[src/logic/rh_port_pkg.sv]
// Constants and types for the root hub port two status and control block
package rh_port_pkg;
    // Register map (byte addresses and word indices)
    localparam logic [11:0] port_two_index = 12'h0058;
    localparam logic [11:0] port_two_addr = 12'h0558;
    localparam logic [11:0] irq_status_addr = 12'h0600;
    localparam logic [11:0] irq_mask_addr = 12'h0604;
    localparam logic [11:0] port_cfg_addr = 12'h0608;
    // Low half bit positions
    localparam int connect_bit = 0;
    localparam int enable_bit = 1;
    localparam int suspend_bit = 2;
    localparam int overcur_bit = 3;
    localparam int reset_bit = 4;
    localparam int power_bit = 8;
    // High half change flag positions
    localparam int conn_chg_bit = 16;
    localparam int en_chg_bit = 17;
    localparam int susp_chg_bit = 18;
    localparam int oc_chg_bit = 19;
    localparam int rst_chg_bit = 20;
    // Configuration register bit positions
    localparam int cfg_nonremovable_bit = 0;
    localparam int cfg_per_port_oc_bit = 1;
    // Reset values
    localparam logic [4:0] change_reset = 5'h00;
    localparam logic [4:0] irq_mask_reset = 5'h00;
    localparam logic [1:0] cfg_reset = 2'h0;
    // Timing at 20 MHz, 50 ns period
    localparam int clk_period_ns = 50;
    localparam int reset_time_ms = 10;
    localparam int resume_pulse_ms = 20;
    localparam int resync_time_ms = 3;
    localparam int ls_eop_cycles = 30;
    localparam int reset_cycles = reset_time_ms * 1000000 / clk_period_ns;
    localparam int resume_cycles = resume_pulse_ms * 1000000 / clk_period_ns;
    localparam int resync_cycles = resync_time_ms * 1000000 / clk_period_ns;
    // Port sequencer states
    typedef enum logic [2:0] {
        st_idle = 3'b000,
        st_reset = 3'b001,
        st_suspend = 3'b010,
        st_resume = 3'b011,
        st_eop = 3'b100,
        st_resync = 3'b101
    } port_state_t;
endpackage : rh_port_pkg

[src/logic/rh_port_timer.sv]
// Down counter timing the reset, resume and resync intervals
`timescale 1ns/1ps
module rh_port_timer (
    // Clock and reset
    input wire logic sys_clk_in,
    input wire logic reset_in,
    // Load and expiry
    input wire logic load_in,
    input wire logic [23:0] count_in,
    output logic done_out
);
    logic [23:0] count_reg;
    logic run_reg;

    // Count down a loaded interval, pulse at the end
    always_ff @(posedge sys_clk_in) begin
        if (reset_in) begin
            count_reg <= 24'h00_0000;
            run_reg <= 1'b0;
            done_out <= 1'b0;
        end else if (load_in) begin
            count_reg <= count_in;
            run_reg <= count_in != 24'h00_0000; // Zero load stops the timer
            done_out <= 1'b0;
        end else begin
            done_out <= run_reg && (count_reg == 24'h00_0001);
            if (run_reg) begin
                count_reg <= count_reg - 24'h00_0001;
                if (count_reg == 24'h00_0001) begin
                    run_reg <= 1'b0;
                end
            end
        end
    end
endmodule : rh_port_timer

[src/logic/rh_port_ctrl.sv]
// Root hub port two status and control with APB slave
//
// Notes on behaviour
// - Port register at byte 558h, word index 58h; low state, high changes.
// - Port state writes wait until a bus transaction finishes.
// - Bit 0 reads the live connect state.
// - Write 1 to bit 0 clears enable; writes never change connect.
// - Bit 0 reads 1 for a nonremovable device.
// - Bit 1 is enable; hardware clears set enable change.
// - Write 1 to bit 1 enables; disconnected sets connect change.
// - Enable sets when reset or resume completes with change flag.
// - Bit 2 is suspend; clears on resume end, reset end, host resume; here it clears when a reset starts.
// - Write 1 to bit 2 suspends; disconnected sets connect change.
// - Bit 3 follows over-current input if per-port, else 0.
// - Write 1 to bit 3 resumes only when suspended.
// - Write 1 to bit 4 starts reset; disconnected sets connect change.
// - Reset flag reads 1 while reset runs, clears at change set.
// - Reset signalling lasts 10 ms then sets reset change.
// - Resume is 20 ms pulse, low-speed EOP, 3 ms resync.
// - Power off clears connect, enable, suspend and reset state.
//
// Our own choice: the APB interface to the registers.
`timescale 1ns/1ps
module rh_port_ctrl (
    // Clock and reset
    input wire logic sys_clk_in,
    input wire logic reset_in,
    // APB slave
    input wire logic psel_in,
    input wire logic penable_in,
    input wire logic pwrite_in,
    input wire logic [11:0] paddr_in,
    input wire logic [31:0] pwdata_in,
    output logic [31:0] prdata_out,
    output logic pready_out,
    output logic pslverr_out,
    // Port pins and neighbouring root hub state
    input wire logic connect_in,
    input wire logic overcur_in,
    input wire logic power_in,
    input wire logic babble_in,
    input wire logic transact_busy_in,
    input wire logic hc_resume_in,
    output logic port_reset_drive_out,
    output logic port_resume_drive_out,
    output logic port_eop_drive_out,
    output logic irq_out
);
    // Synchronised pins
    logic [4:0] sync1_reg;
    logic [4:0] sync2_reg;
    logic conn_s, oc_s, pwr_s, babble_s, hcres_s;
    // Port state
    rh_port_pkg::port_state_t state_reg, state_next;
    logic enable_reg, conn_prev_reg, oc_prev_reg;
    logic [4:0] change_reg, change_next, mask_reg;
    logic [1:0] cfg_reg;
    // Postponed port state command
    logic [4:0] pend_reg;
    logic [4:0] cmd_bits;
    // Timer handshake
    logic tmr_load;
    logic [23:0] tmr_count;
    logic tmr_done;

    // Two flops on every asynchronous pin
    always_ff @(posedge sys_clk_in) begin
        if (reset_in) begin
            sync1_reg <= 5'h00;
            sync2_reg <= 5'h00;
        end else begin
            sync1_reg <= {hc_resume_in, babble_in, power_in, overcur_in, connect_in};
            sync2_reg <= sync1_reg;
        end
    end
    assign {hcres_s, babble_s, pwr_s, oc_s, conn_s} = sync2_reg;

    // Bus decode
    wire apb_access = psel_in && penable_in;
    wire apb_wr = apb_access && pwrite_in;
    wire hit_port = paddr_in == rh_port_pkg::port_two_addr;
    wire hit_stat = paddr_in == rh_port_pkg::irq_status_addr;
    wire hit_mask = paddr_in == rh_port_pkg::irq_mask_addr;
    wire hit_cfg = paddr_in == rh_port_pkg::port_cfg_addr;
    wire hit_any = hit_port || hit_stat || hit_mask || hit_cfg;
    wire port_wr = apb_wr && hit_port;

    // Effective connect and over-current views
    wire conn_eff = pwr_s && (conn_s || cfg_reg[rh_port_pkg::cfg_nonremovable_bit]);
    wire oc_eff = oc_s && cfg_reg[rh_port_pkg::cfg_per_port_oc_bit];
    wire suspended = (state_reg == rh_port_pkg::st_suspend) || (state_reg == rh_port_pkg::st_resume)
        || (state_reg == rh_port_pkg::st_eop) || (state_reg == rh_port_pkg::st_resync);
    wire resetting = state_reg == rh_port_pkg::st_reset;

    // Commands apply only when no transaction is in flight
    wire cmd_go = !transact_busy_in;
    assign cmd_bits = cmd_go ? (pend_reg | (port_wr ? pwdata_in[4:0] : 5'h00)) : 5'h00;
    wire c_clr_en = cmd_bits[rh_port_pkg::connect_bit];
    wire c_set_en = cmd_bits[rh_port_pkg::enable_bit];
    wire c_susp = cmd_bits[rh_port_pkg::suspend_bit];
    wire c_resume = cmd_bits[rh_port_pkg::overcur_bit];
    wire c_reset = cmd_bits[rh_port_pkg::reset_bit];

    // Hardware events
    wire conn_edge = conn_eff != conn_prev_reg;
    wire oc_edge = oc_eff != oc_prev_reg;
    wire reset_end = resetting && tmr_done;
    wire resume_end = (state_reg == rh_port_pkg::st_resync) && tmr_done;
    wire hw_dis = enable_reg && (oc_eff || !conn_eff || babble_s);
    wire bad_cmd = !conn_eff && (c_set_en || c_susp || c_reset);

    // Port sequencer
    always_comb begin
        state_next = state_reg;
        tmr_load = 1'b0;
        tmr_count = 24'h00_0000;
        case (state_reg)
            rh_port_pkg::st_idle: begin
                if (c_reset && conn_eff) begin
                    state_next = rh_port_pkg::st_reset;
                    tmr_load = 1'b1;
                    tmr_count = 24'(rh_port_pkg::reset_cycles);
                end else if (c_susp && conn_eff) begin
                    state_next = rh_port_pkg::st_suspend;
                end
            end
            rh_port_pkg::st_reset: begin
                if (tmr_done) begin
                    state_next = rh_port_pkg::st_idle;
                end
            end
            rh_port_pkg::st_suspend: begin
                if (c_reset && conn_eff) begin
                    state_next = rh_port_pkg::st_reset;
                    tmr_load = 1'b1;
                    tmr_count = 24'(rh_port_pkg::reset_cycles);
                end else if (hcres_s) begin
                    state_next = rh_port_pkg::st_idle;
                end else if (c_resume) begin
                    state_next = rh_port_pkg::st_resume;
                    tmr_load = 1'b1;
                    tmr_count = 24'(rh_port_pkg::resume_cycles);
                end
            end
            rh_port_pkg::st_resume: begin
                if (tmr_done) begin
                    state_next = rh_port_pkg::st_eop;
                    tmr_load = 1'b1;
                    tmr_count = 24'(rh_port_pkg::ls_eop_cycles);
                end
            end
            rh_port_pkg::st_eop: begin
                if (tmr_done) begin
                    state_next = rh_port_pkg::st_resync;
                    tmr_load = 1'b1;
                    tmr_count = 24'(rh_port_pkg::resync_cycles);
                end
            end
            rh_port_pkg::st_resync: begin
                if (tmr_done) begin
                    state_next = rh_port_pkg::st_idle;
                end
            end
            default: state_next = rh_port_pkg::st_idle;
        endcase
        // Host resume state drops suspend from any suspend or resume step
        if (hcres_s && suspended && state_next != rh_port_pkg::st_reset) begin
            state_next = rh_port_pkg::st_idle;
            tmr_load = 1'b1;
            tmr_count = 24'h00_0000;
        end
        if (!pwr_s || !conn_eff) begin
            state_next = rh_port_pkg::st_idle;
            tmr_load = 1'b1;
            tmr_count = 24'h00_0000;
        end
    end

    rh_port_timer u_timer (
        .sys_clk_in(sys_clk_in),
        .reset_in(reset_in),
        .load_in(tmr_load),
        .count_in(tmr_count),
        .done_out(tmr_done)
    );

    // Change flags: hardware set wins over write-one clear
    wire [4:0] chg_clr = port_wr ? pwdata_in[20:16] : 5'h00;
    wire [4:0] chg_set = {reset_end, oc_edge, resume_end, hw_dis, conn_edge || bad_cmd};
    always_comb begin
        change_next = (change_reg & ~chg_clr) | chg_set;
        if (reset_end) begin
            change_next[2] = 1'b0; // suspend change drops when reset change sets
        end
    end
    wire [4:0] irq_clr = (apb_wr && hit_stat) ? pwdata_in[4:0] : 5'h00;
    wire [4:0] irq_stat = change_reg;
    // Flag value after both clear paths; a set still wins
    wire [4:0] change_final = change_next & ~(irq_clr & ~chg_set);

    // Enable flag
    wire enable_next = !pwr_s ? 1'b0 : hw_dis ? 1'b0 : ((reset_end || resume_end) && conn_eff) ? 1'b1
        : c_clr_en ? 1'b0 : (c_set_en && conn_eff) ? 1'b1 : enable_reg;

    // Read data mux
    wire [31:0] port_word = {11'h000, change_reg, 7'h00, pwr_s, 3'h0, resetting, oc_eff, suspended,
        enable_reg, conn_eff};
    wire [31:0] rd_word = hit_port ? port_word : hit_stat ? {27'h000_0000, irq_stat}
        : hit_mask ? {27'h000_0000, mask_reg} : hit_cfg ? {30'h0000_0000, cfg_reg} : 32'h0000_0000;

    // State registers
    always_ff @(posedge sys_clk_in) begin
        if (reset_in) begin
            state_reg <= rh_port_pkg::st_idle;
            enable_reg <= 1'b0;
            change_reg <= rh_port_pkg::change_reset;
            conn_prev_reg <= 1'b0;
            oc_prev_reg <= 1'b0;
            pend_reg <= 5'h00;
        end else begin
            state_reg <= state_next;
            enable_reg <= enable_next;
            change_reg <= change_final;
            conn_prev_reg <= conn_eff;
            oc_prev_reg <= oc_eff;
            pend_reg <= cmd_go ? 5'h00 : (pend_reg | (port_wr ? pwdata_in[4:0] : 5'h00));
        end
    end

    // Software configuration and outputs
    always_ff @(posedge sys_clk_in) begin
        if (reset_in) begin
            mask_reg <= rh_port_pkg::irq_mask_reset;
            cfg_reg <= rh_port_pkg::cfg_reset;
            prdata_out <= 32'h0000_0000;
            pready_out <= 1'b0;
            pslverr_out <= 1'b0;
            irq_out <= 1'b0;
            port_reset_drive_out <= 1'b0;
            port_resume_drive_out <= 1'b0;
            port_eop_drive_out <= 1'b0;
        end else begin
            if (apb_wr && hit_mask) mask_reg <= pwdata_in[4:0];
            if (apb_wr && hit_cfg) cfg_reg <= pwdata_in[1:0];
            pready_out <= psel_in && !pready_out;
            pslverr_out <= psel_in && !pready_out && !hit_any;
            prdata_out <= (psel_in && !pwrite_in) ? rd_word : 32'h0000_0000;
            irq_out <= |(change_final & mask_reg);
            port_reset_drive_out <= state_next == rh_port_pkg::st_reset;
            port_resume_drive_out <= state_next == rh_port_pkg::st_resume;
            port_eop_drive_out <= state_next == rh_port_pkg::st_eop;
        end
    end
endmodule : rh_port_ctrl

[config.mk]
export PLATFORM = sky130hd
export DESIGN_NAME = rh_port_ctrl
export DESIGN_NICKNAME = d
export VERILOG_FILES = /design/src/logic/rh_port_pkg.sv /design/src/logic/rh_port_timer.sv /design/src/logic/rh_port_ctrl.sv
export SDC_FILE = /design/constraint.sdc
export NUM_CORES = 1
export LEC_CHECK = 0
export BUFFER_PORTS_ARGS = -buffer_cell sky130_fd_sc_hd__buf_4
export CAP_MARGIN = 20
export CORE_MARGIN = 1.5
export CORE_UTILIZATION = 45
export CTS_BUF_LIST = sky130_fd_sc_hd__clkbuf_2
export DETAILED_ROUTE_END_ITERATION = 8
export HOLD_SLACK_MARGIN = 0.06
export PLACE_DENSITY = 0.78
export RECOVER_POWER = 50
export SYNTH_ARGS = -nofsm -noshare
export SYNTH_HDL_FRONTEND = slang
export SYNTH_SLANG_ARGS = --single-unit
[constraint.sdc]
create_clock -name sys_clk_in -period 2.95 [get_ports sys_clk_in]
set_clock_uncertainty 0.1 [all_clocks]
set_input_delay 0.59 -clock sys_clk_in [delete_from_list [all_inputs] [get_ports sys_clk_in]]
set_output_delay 0.59 -clock sys_clk_in [all_outputs]
set_load 0.03 [all_outputs]
# --- Yosys cells after proc, flatten, opt, wreduce, memory -nomap -nowiden ---
# Index checks and enable logic that the tools add are counted.
totals:
  register_bits: 97
  latch_bits: 0
  ram_bits: 0
  rom_bits: 0
  input_bits: 55
  output_inout_bits: 38
  elab_cells: 148
  n_memories: 0
classes:
  n_addsub: 1
  multipliers: 0
  n_div: 0
  magnitude_cmp: 0
  eq_ne: 16
  shift: 0
  muxes: 45
  n_bitwise: 12
  reduce_logical: 53
ops:
  columns: ["operator", "n"]
  rows:
  - ["2-to-1 mux 24 bit", 4]
  - ["one-hot mux 19 bit (4 select lines)", 1]
  - ["2-to-1 mux 19 bit", 3]
  - ["== test 12 x 11 -> 1 bit (second input constant)", 4]
  - ["2-to-1 mux 5 bit", 7]
  - ["2-to-1 mux 3 bit", 10]
  - ["== test 24 x 1 -> 1 bit (second input constant)", 1]
  - ["nonzero test 24 bit", 1]
  - ["subtractor 24 x 1 -> 24 bit (second input constant)", 1]
  - ["logical AND 1 bit", 22]
  - ["2-to-1 mux 21 bit", 1]
  - ["bitwise AND 5 bit", 4]
  - ["2-to-1 mux 18 bit", 1]
  - ["2-to-1 mux 16 bit", 1]
  - ["inverter 5 bit", 3]
  - ["one-hot mux 3 bit (5 select lines)", 1]
  - ["logical OR 1 bit", 14]
  - ["2-to-1 mux 1 bit", 14]
  - ["OR 5 bit", 2]
  - ["OR reduction 2 bit", 5]
  - ["OR reduction 5 bit", 2]
  - ["== test 3 x 2 -> 1 bit (second input constant)", 3]
  - ["== test 3 bit (second input constant)", 3]
  - ["== test 3 x 1 -> 1 bit (second input constant)", 2]
  - ["10 further kinds", 17]

# --- Logic depth before layout (Yosys ltp) ---
logic_depth:
  ltp_word: 16
  depth_mapped: 10
  ltp_nobuf: 8

# --- Modules after synthesis ---
# A second synthesis with hierarchy kept.
unflattened:
  cells_unflattened: 455
  area_unflattened_um2: 3925.0
modules_own_cells:
  columns: ["module", "n_inst", "cells_each", "area_per_inst_um2", "seq_area_each_um2"]
  rows:
  - ["rh_port_ctrl", 1, 271, 2407.3, 1001.0]
  - ["rh_port_timer", 1, 184, 1517.7, 520.5]

# --- Worst setup path before layout ---
# OpenSTA, ideal clock, no wires.
synth_path:
  path_kind: "input to register"
  start: "in paddr_in[1]"
  end: "reg u_timer.count_reg[6]"
  setup_time_ps: 123
  arrival_time_ps: 2613
  required_time_ps: 2727
  path_slack_ps: 114
  path_stages: 9
  n_path_buf: 2
  path_cell_list: "or4_4 -> buf_6 -> nor4_4 -> o21ai_2 -> a41o_1 -> or3_4 -> buf_6 -> o221ai_1 -> nor2_1"
synth_via:
  elab_chain_len: 14
  elab_cells_between_ends: 29
  cone_classes: "2 x eq/ne; 21 x mux; 1 x bitwise; 5 x reduce/logical"
synth_lines:
  columns: ["element", "line", "rtl"]
  rows:
  - ["start, declared", "rh_port_ctrl.sv:32", "input wire logic [11:0] paddr_in,"]
  - ["== test 12 x 11 -> 1 bit (*)", "rh_port_ctrl.sv:81", "wire hit_port = paddr_in == rh_port_pkg::port_two_addr;"]
  - ["logical AND 1 bit (*)", "rh_port_ctrl.sv:86", "wire port_wr = apb_wr && hit_port;"]
  - ["2-to-1 mux 5 bit (*)", "rh_port_ctrl.sv:97", "assign cmd_bits = cmd_go ? (pend_reg | (port_wr ? pwdata_in[4:0] : 5'h00)) : 5'h00;"]
  - ["OR 5 bit (*)", "rh_port_ctrl.sv:97", null]
  - ["2-to-1 mux 5 bit (*)", "rh_port_ctrl.sv:97", null]
  - ["2-to-1 mux 3 bit / logical AND 1 bit (equally long branches)", "rh_port_ctrl.sv:139, rh_port_ctrl.sv:123", null]
  - ["2-to-1 mux 3 bit, on equally long branches", "rh_port_ctrl.sv:137, rh_port_ctrl.sv:123", null]
  - ["2-to-1 mux 3 bit, on equally long branches", "rh_port_ctrl.sv:133, rh_port_ctrl.sv:119", null]
  - ["one-hot mux 3 bit (5 select lines)", "rh_port_ctrl.sv:117", "case (state_reg)"]
  - ["!= test 3 x 1 -> 1 bit", "rh_port_ctrl.sv:167", "if (hcres_s && suspended && state_next != rh_port_pkg::st_reset) begin"]
  - ["logical AND 1 bit", "rh_port_ctrl.sv:167", null]
  - ["2-to-1 mux 24 bit / 2-to-1 mux 1 bit (equally long branches)", "rh_port_ctrl.sv:167", null]
  - ["2-to-1 mux 24 bit / 2-to-1 mux 1 bit (equally long branches)", "rh_port_ctrl.sv:172", "if (!pwr_s || !conn_eff) begin"]
  - ["2-to-1 mux 24 bit / nonzero test 2 bit (equally long branches)", null, null]
  - ["end signal, assigned", "rh_port_timer.sv:22", "count_reg <= count_in;"]
  - ["end signal, assigned", "rh_port_timer.sv:28", "count_reg <= count_reg - 24'h00_0001;"]
  - ["end, declared", "rh_port_timer.sv:12", "logic [23:0] count_reg;"]
# Mark *: on every way between the ends. The rest lies on a longest branch, timed or not.
# A chain may end at the register's enable or synchronous reset.

# --- Worst setup path after layout ---
layout_path:
  start: "in paddr_in[1]"
  end: "reg irq_out"
layout_via:
  elab_chain_len: 15
  elab_cells_between_ends: 23
  cone_classes: "2 x eq/ne; 5 x mux; 9 x bitwise; 7 x reduce/logical"
layout_lines:
  columns: ["element", "line", "rtl"]
  rows:
  - ["== test 12 x 11 -> 1 bit", "rh_port_ctrl.sv:81", null]
  - ["logical AND 1 bit", "rh_port_ctrl.sv:86", null]
  - ["2-to-1 mux 5 bit", "rh_port_ctrl.sv:97", null]
  - ["OR 5 bit", "rh_port_ctrl.sv:97", null]
  - ["2-to-1 mux 5 bit", "rh_port_ctrl.sv:97", null]
  - ["logical OR 1 bit (2 in a row)", "rh_port_ctrl.sv:110", "wire bad_cmd = !conn_eff && (c_set_en || c_susp || c_reset);"]
  - ["logical AND 1 bit", "rh_port_ctrl.sv:110", null]
  - ["logical OR 1 bit", "rh_port_ctrl.sv:189", "wire [4:0] chg_set = {reset_end, oc_edge, resume_end, hw_dis, conn_edge || bad_cmd};"]
  - ["inverter 5 bit", "rh_port_ctrl.sv:199", "wire [4:0] change_final = change_next & ~(irq_clr & ~chg_set);"]
  - ["bitwise AND 5 bit", "rh_port_ctrl.sv:199", null]
  - ["inverter 5 bit", "rh_port_ctrl.sv:199", null]
  - ["bitwise AND 5 bit (*)", "rh_port_ctrl.sv:199", null]
  - ["bitwise AND 5 bit (*)", "rh_port_ctrl.sv:248", "irq_out <= |(change_final & mask_reg);"]
  - ["OR reduction 5 bit (*)", "rh_port_ctrl.sv:248", null]
  - ["end signal, assigned", "rh_port_ctrl.sv:248", null]
  - ["end, declared", "rh_port_ctrl.sv:47", "output logic irq_out"]
# Marked as above.

==> results_dict.tcl <==
set metrics [dict create \
    synthMuxAreaShare_pct 1.43 \
    fp-row-count 33 \
    worstPathArrival_ns 3.11 \
    drt_iter0_drc 307 \
    drtAntennaViolNets 0 \
    rsz0062_at_grt "false" \
    numCtsBuffers 9 \
    ys.warnings.count 0 \
    port-buffer-count 49 \
    synth_cells 445 \
    synth_cell_type_count 65 \
    hold-worst-slack_ns 0.150 \
    n_antenna_cell 0 \
    synth_top_area_cell "dfxtp_1" \
    grt_max_degree 34 \
    drive_gt1_share_pct 16.6 \
    synth-simple-area-share_pct 27.3 \
    coreArea_um2 8130 \
    cts_hold_buffers 0 \
    io_pins 93 \
    final-setup-viol-count 0 \
    met3_length_um 707 \
    required_ns 3.32 \
    netlist_top_cells_area "dfxtp_1 41%, nor2_1 6.0%, a21oi_1 4.7%, buf_4 4.2%, nor3_1 2.8%" \
    power_density_nw_per_um2 434 \
    via_per_inst 5.77 \
    grt_pass1_wl_mm 15.2 \
    vias 3553 \
    die_area_um2 8900 \
    maxCapViolCount 0 \
    dpl.hpwl_mm 6.72 \
    async_flop_share_pct 0 \
    firstDrtPassIters 5 \
    drc 0 \
    numClockSinks 76 \
    cts_root_buf "clkbuf_2" \
    clk_latency_ns 0.53 \
    critPathLaunchType "input pin" \
    synth_xor_area_share_pct 1.87 \
    synth_edf_count 0 \
    post-cts-setup-buffers 0 \
    syn_area_um2 3750 \
    cts.repair.resized 0 \
    syn2layout_area_growth_pct 14.2 \
    hold_viol 0 \
    seq_area_um2 1520 \
    synth_compound_area_share_pct 20.0 \
    yosysSeqAreaShare_pct 40.5 \
    syn_avg_cell_area_um2 8.44 \
    layout_worst_path_cycle_share_pct 92.8 \
    gp_congestion 0.921 \
    wirelength_mm 9.11 \
    gr-usage-all-layers_pct 21.8 \
    finalPower_mw 1.86 \
    cp_max_fo 5 \
    slew_violations 0 \
    yosys.cell_count.top_type "dfxtp_1" \
    dr.max_layer_used "met4" \
    period_minus_slack_ns 2.74 \
    regToRegSetupSlack_ns 0.27 \
    status "complete, no violations" \
    wl_met1_mm 3.90 \
    hp-class "in2reg" \
    antenna_found_initial 0 \
    synthFlopType "dfxtp_1" \
    synth_seq_cells 76 \
    final_net_count 563 \
    synth_top_family_by_area "simple AND/OR/NAND/NOR gates" \
    die_x_um 94.3 \
    multi_input_area_um2 1990 \
    clk_pin_slew_ns 0.23 \
    peakVddDrop_mv 0.168 \
    timing.slew.headroom_pct 2.70 \
    num-fill-cells 781 \
    die_y_um 94.3 \
    grt_pass1_vias 3294 \
    synth_adder_area_share_pct 0.666 \
    fmax_mhz 365 \
    ys_top_cells_by_count "76 x dfxtp_1, 60 x nor2_1, 35 x a21oi_1, 26 x nand2_1" \
    start_util_pct 46.2 \
    largest_reg_flops 24 \
    wl_per_cell_um 14.8 \
    path_class "in2reg" \
    met2_length_mm 4.30 \
    cts_tree "built" \
    gr-total-overflow 0 \
    netlist.area_leader.share_pct 40.5 \
    cp-end-kind "flop" \
    tightest_slew_ns 1.46 \
    cts_max_level 3 \
    clk_path_buf_depth 2 \
    leakagePower_nw 1.68 \
]
-- worst paths after layout --
path,start,endpoint,cells past startpoint
worst max-delay path,paddr_in[1],irq_out,10
worst min-delay path,power_in,sync1_reg[2],2
worst max register to register,cfg_reg[0],u_timer.count_reg[7],9
worst min register to register,pready_out,pready_out,1
-- kinds of logic after synthesis --
logic type	after synthesis
buffers and inverters	52
flip-flops	76
multiplexers	5
other	1
XOR/XNOR	8
adder cells (fa/ha/maj)	2
AND/OR/NAND/NOR	190
AO/OA/AOI/OAI	111
-- routing by layer --
metal | vias to the layer above | global-route usage, %
met5 | - | 0
met4 | 0 | 10.1
met3 | 18 | 4.83
met2 | 179 | 35.3
met1 | 1647 | 27.7
li1 | 1709 | -
-- worst max-delay path: stages --
cell and delay, ns:
buf_4 0.10, or4_1 0.60, clkbuf_1 0.21, nor4_1 0.41
clkbuf_1 0.21, a32oi_1 0.15, a21oi_1 0.18, nor2_1 0.07
a22o_1 0.30, a211o_1 0.28
-- power by group --
part | internal (mW) | total, mW | switching, mW
clock | 0.281 | 0.665 | 0.384
sequential | 1.04 | 1.04 | 0.00595
combinational | 0.0548 | 0.151 | 0.0959
total | 1.37 | 1.86 | 0.485
-- stage by stage --
step / instances / instance area [µm²] / setup TNS (ns) / worst slack (ns) / utilization (%)
6_report: 616 / 4290 / 0 / 0.211 / 52.7
5_1_grt: 616 / 4290 / 0 / 0.101 / 52.7
3_5_place_dp: 600 / 4240 / -0.552 / -0.0889 / 52.1
3_3_place_gp: 600 / 4240 / -0.155 / -0.0412 / 52.1
2_1_floorplan: 465 / 3830 / 0 / 0.114 / -
4_1_cts: 616 / 4380 / 0 / 0.460 / 53.9
-- cell usage in the layout (no fill, tap or decap), types with 4 or more instances in the layout --
cell         n
nand2b_1     7
xnor2_1      4
o21ai_0     16
clkbuf_1    20
dfxtp_1     76
clkinvlp_4   4
buf_4       52
o31ai_1      4
xor2_1       4
nor4_1       7
and3_1      11
a221oi_1     5
nor3_1      21
conb_1      21
a32oi_1      7
or2_2        5
inv_1        9
nor2b_1     14
nor2_1      60
nand3_1      8
clkbuf_2     9
nor3b_1      4
a31oi_1      6
a311oi_1     4
nand2_1     26
nand4_1      5
a21oi_1     35
-- final cells by class --
type | count | area share [%]
Multi-Input combinational cell | 337 | 46.3
Sequential cell | 76 | 35.5
Timing Repair Buffer | 73 | 11.0
Tap cell | 105 | 3.06
Clock inverter | 7 | 2.30
Clock buffer | 9 | 1.05
Inverter | 9 | 0.788
No activity file was read; power rests on OpenSTA's default activity.
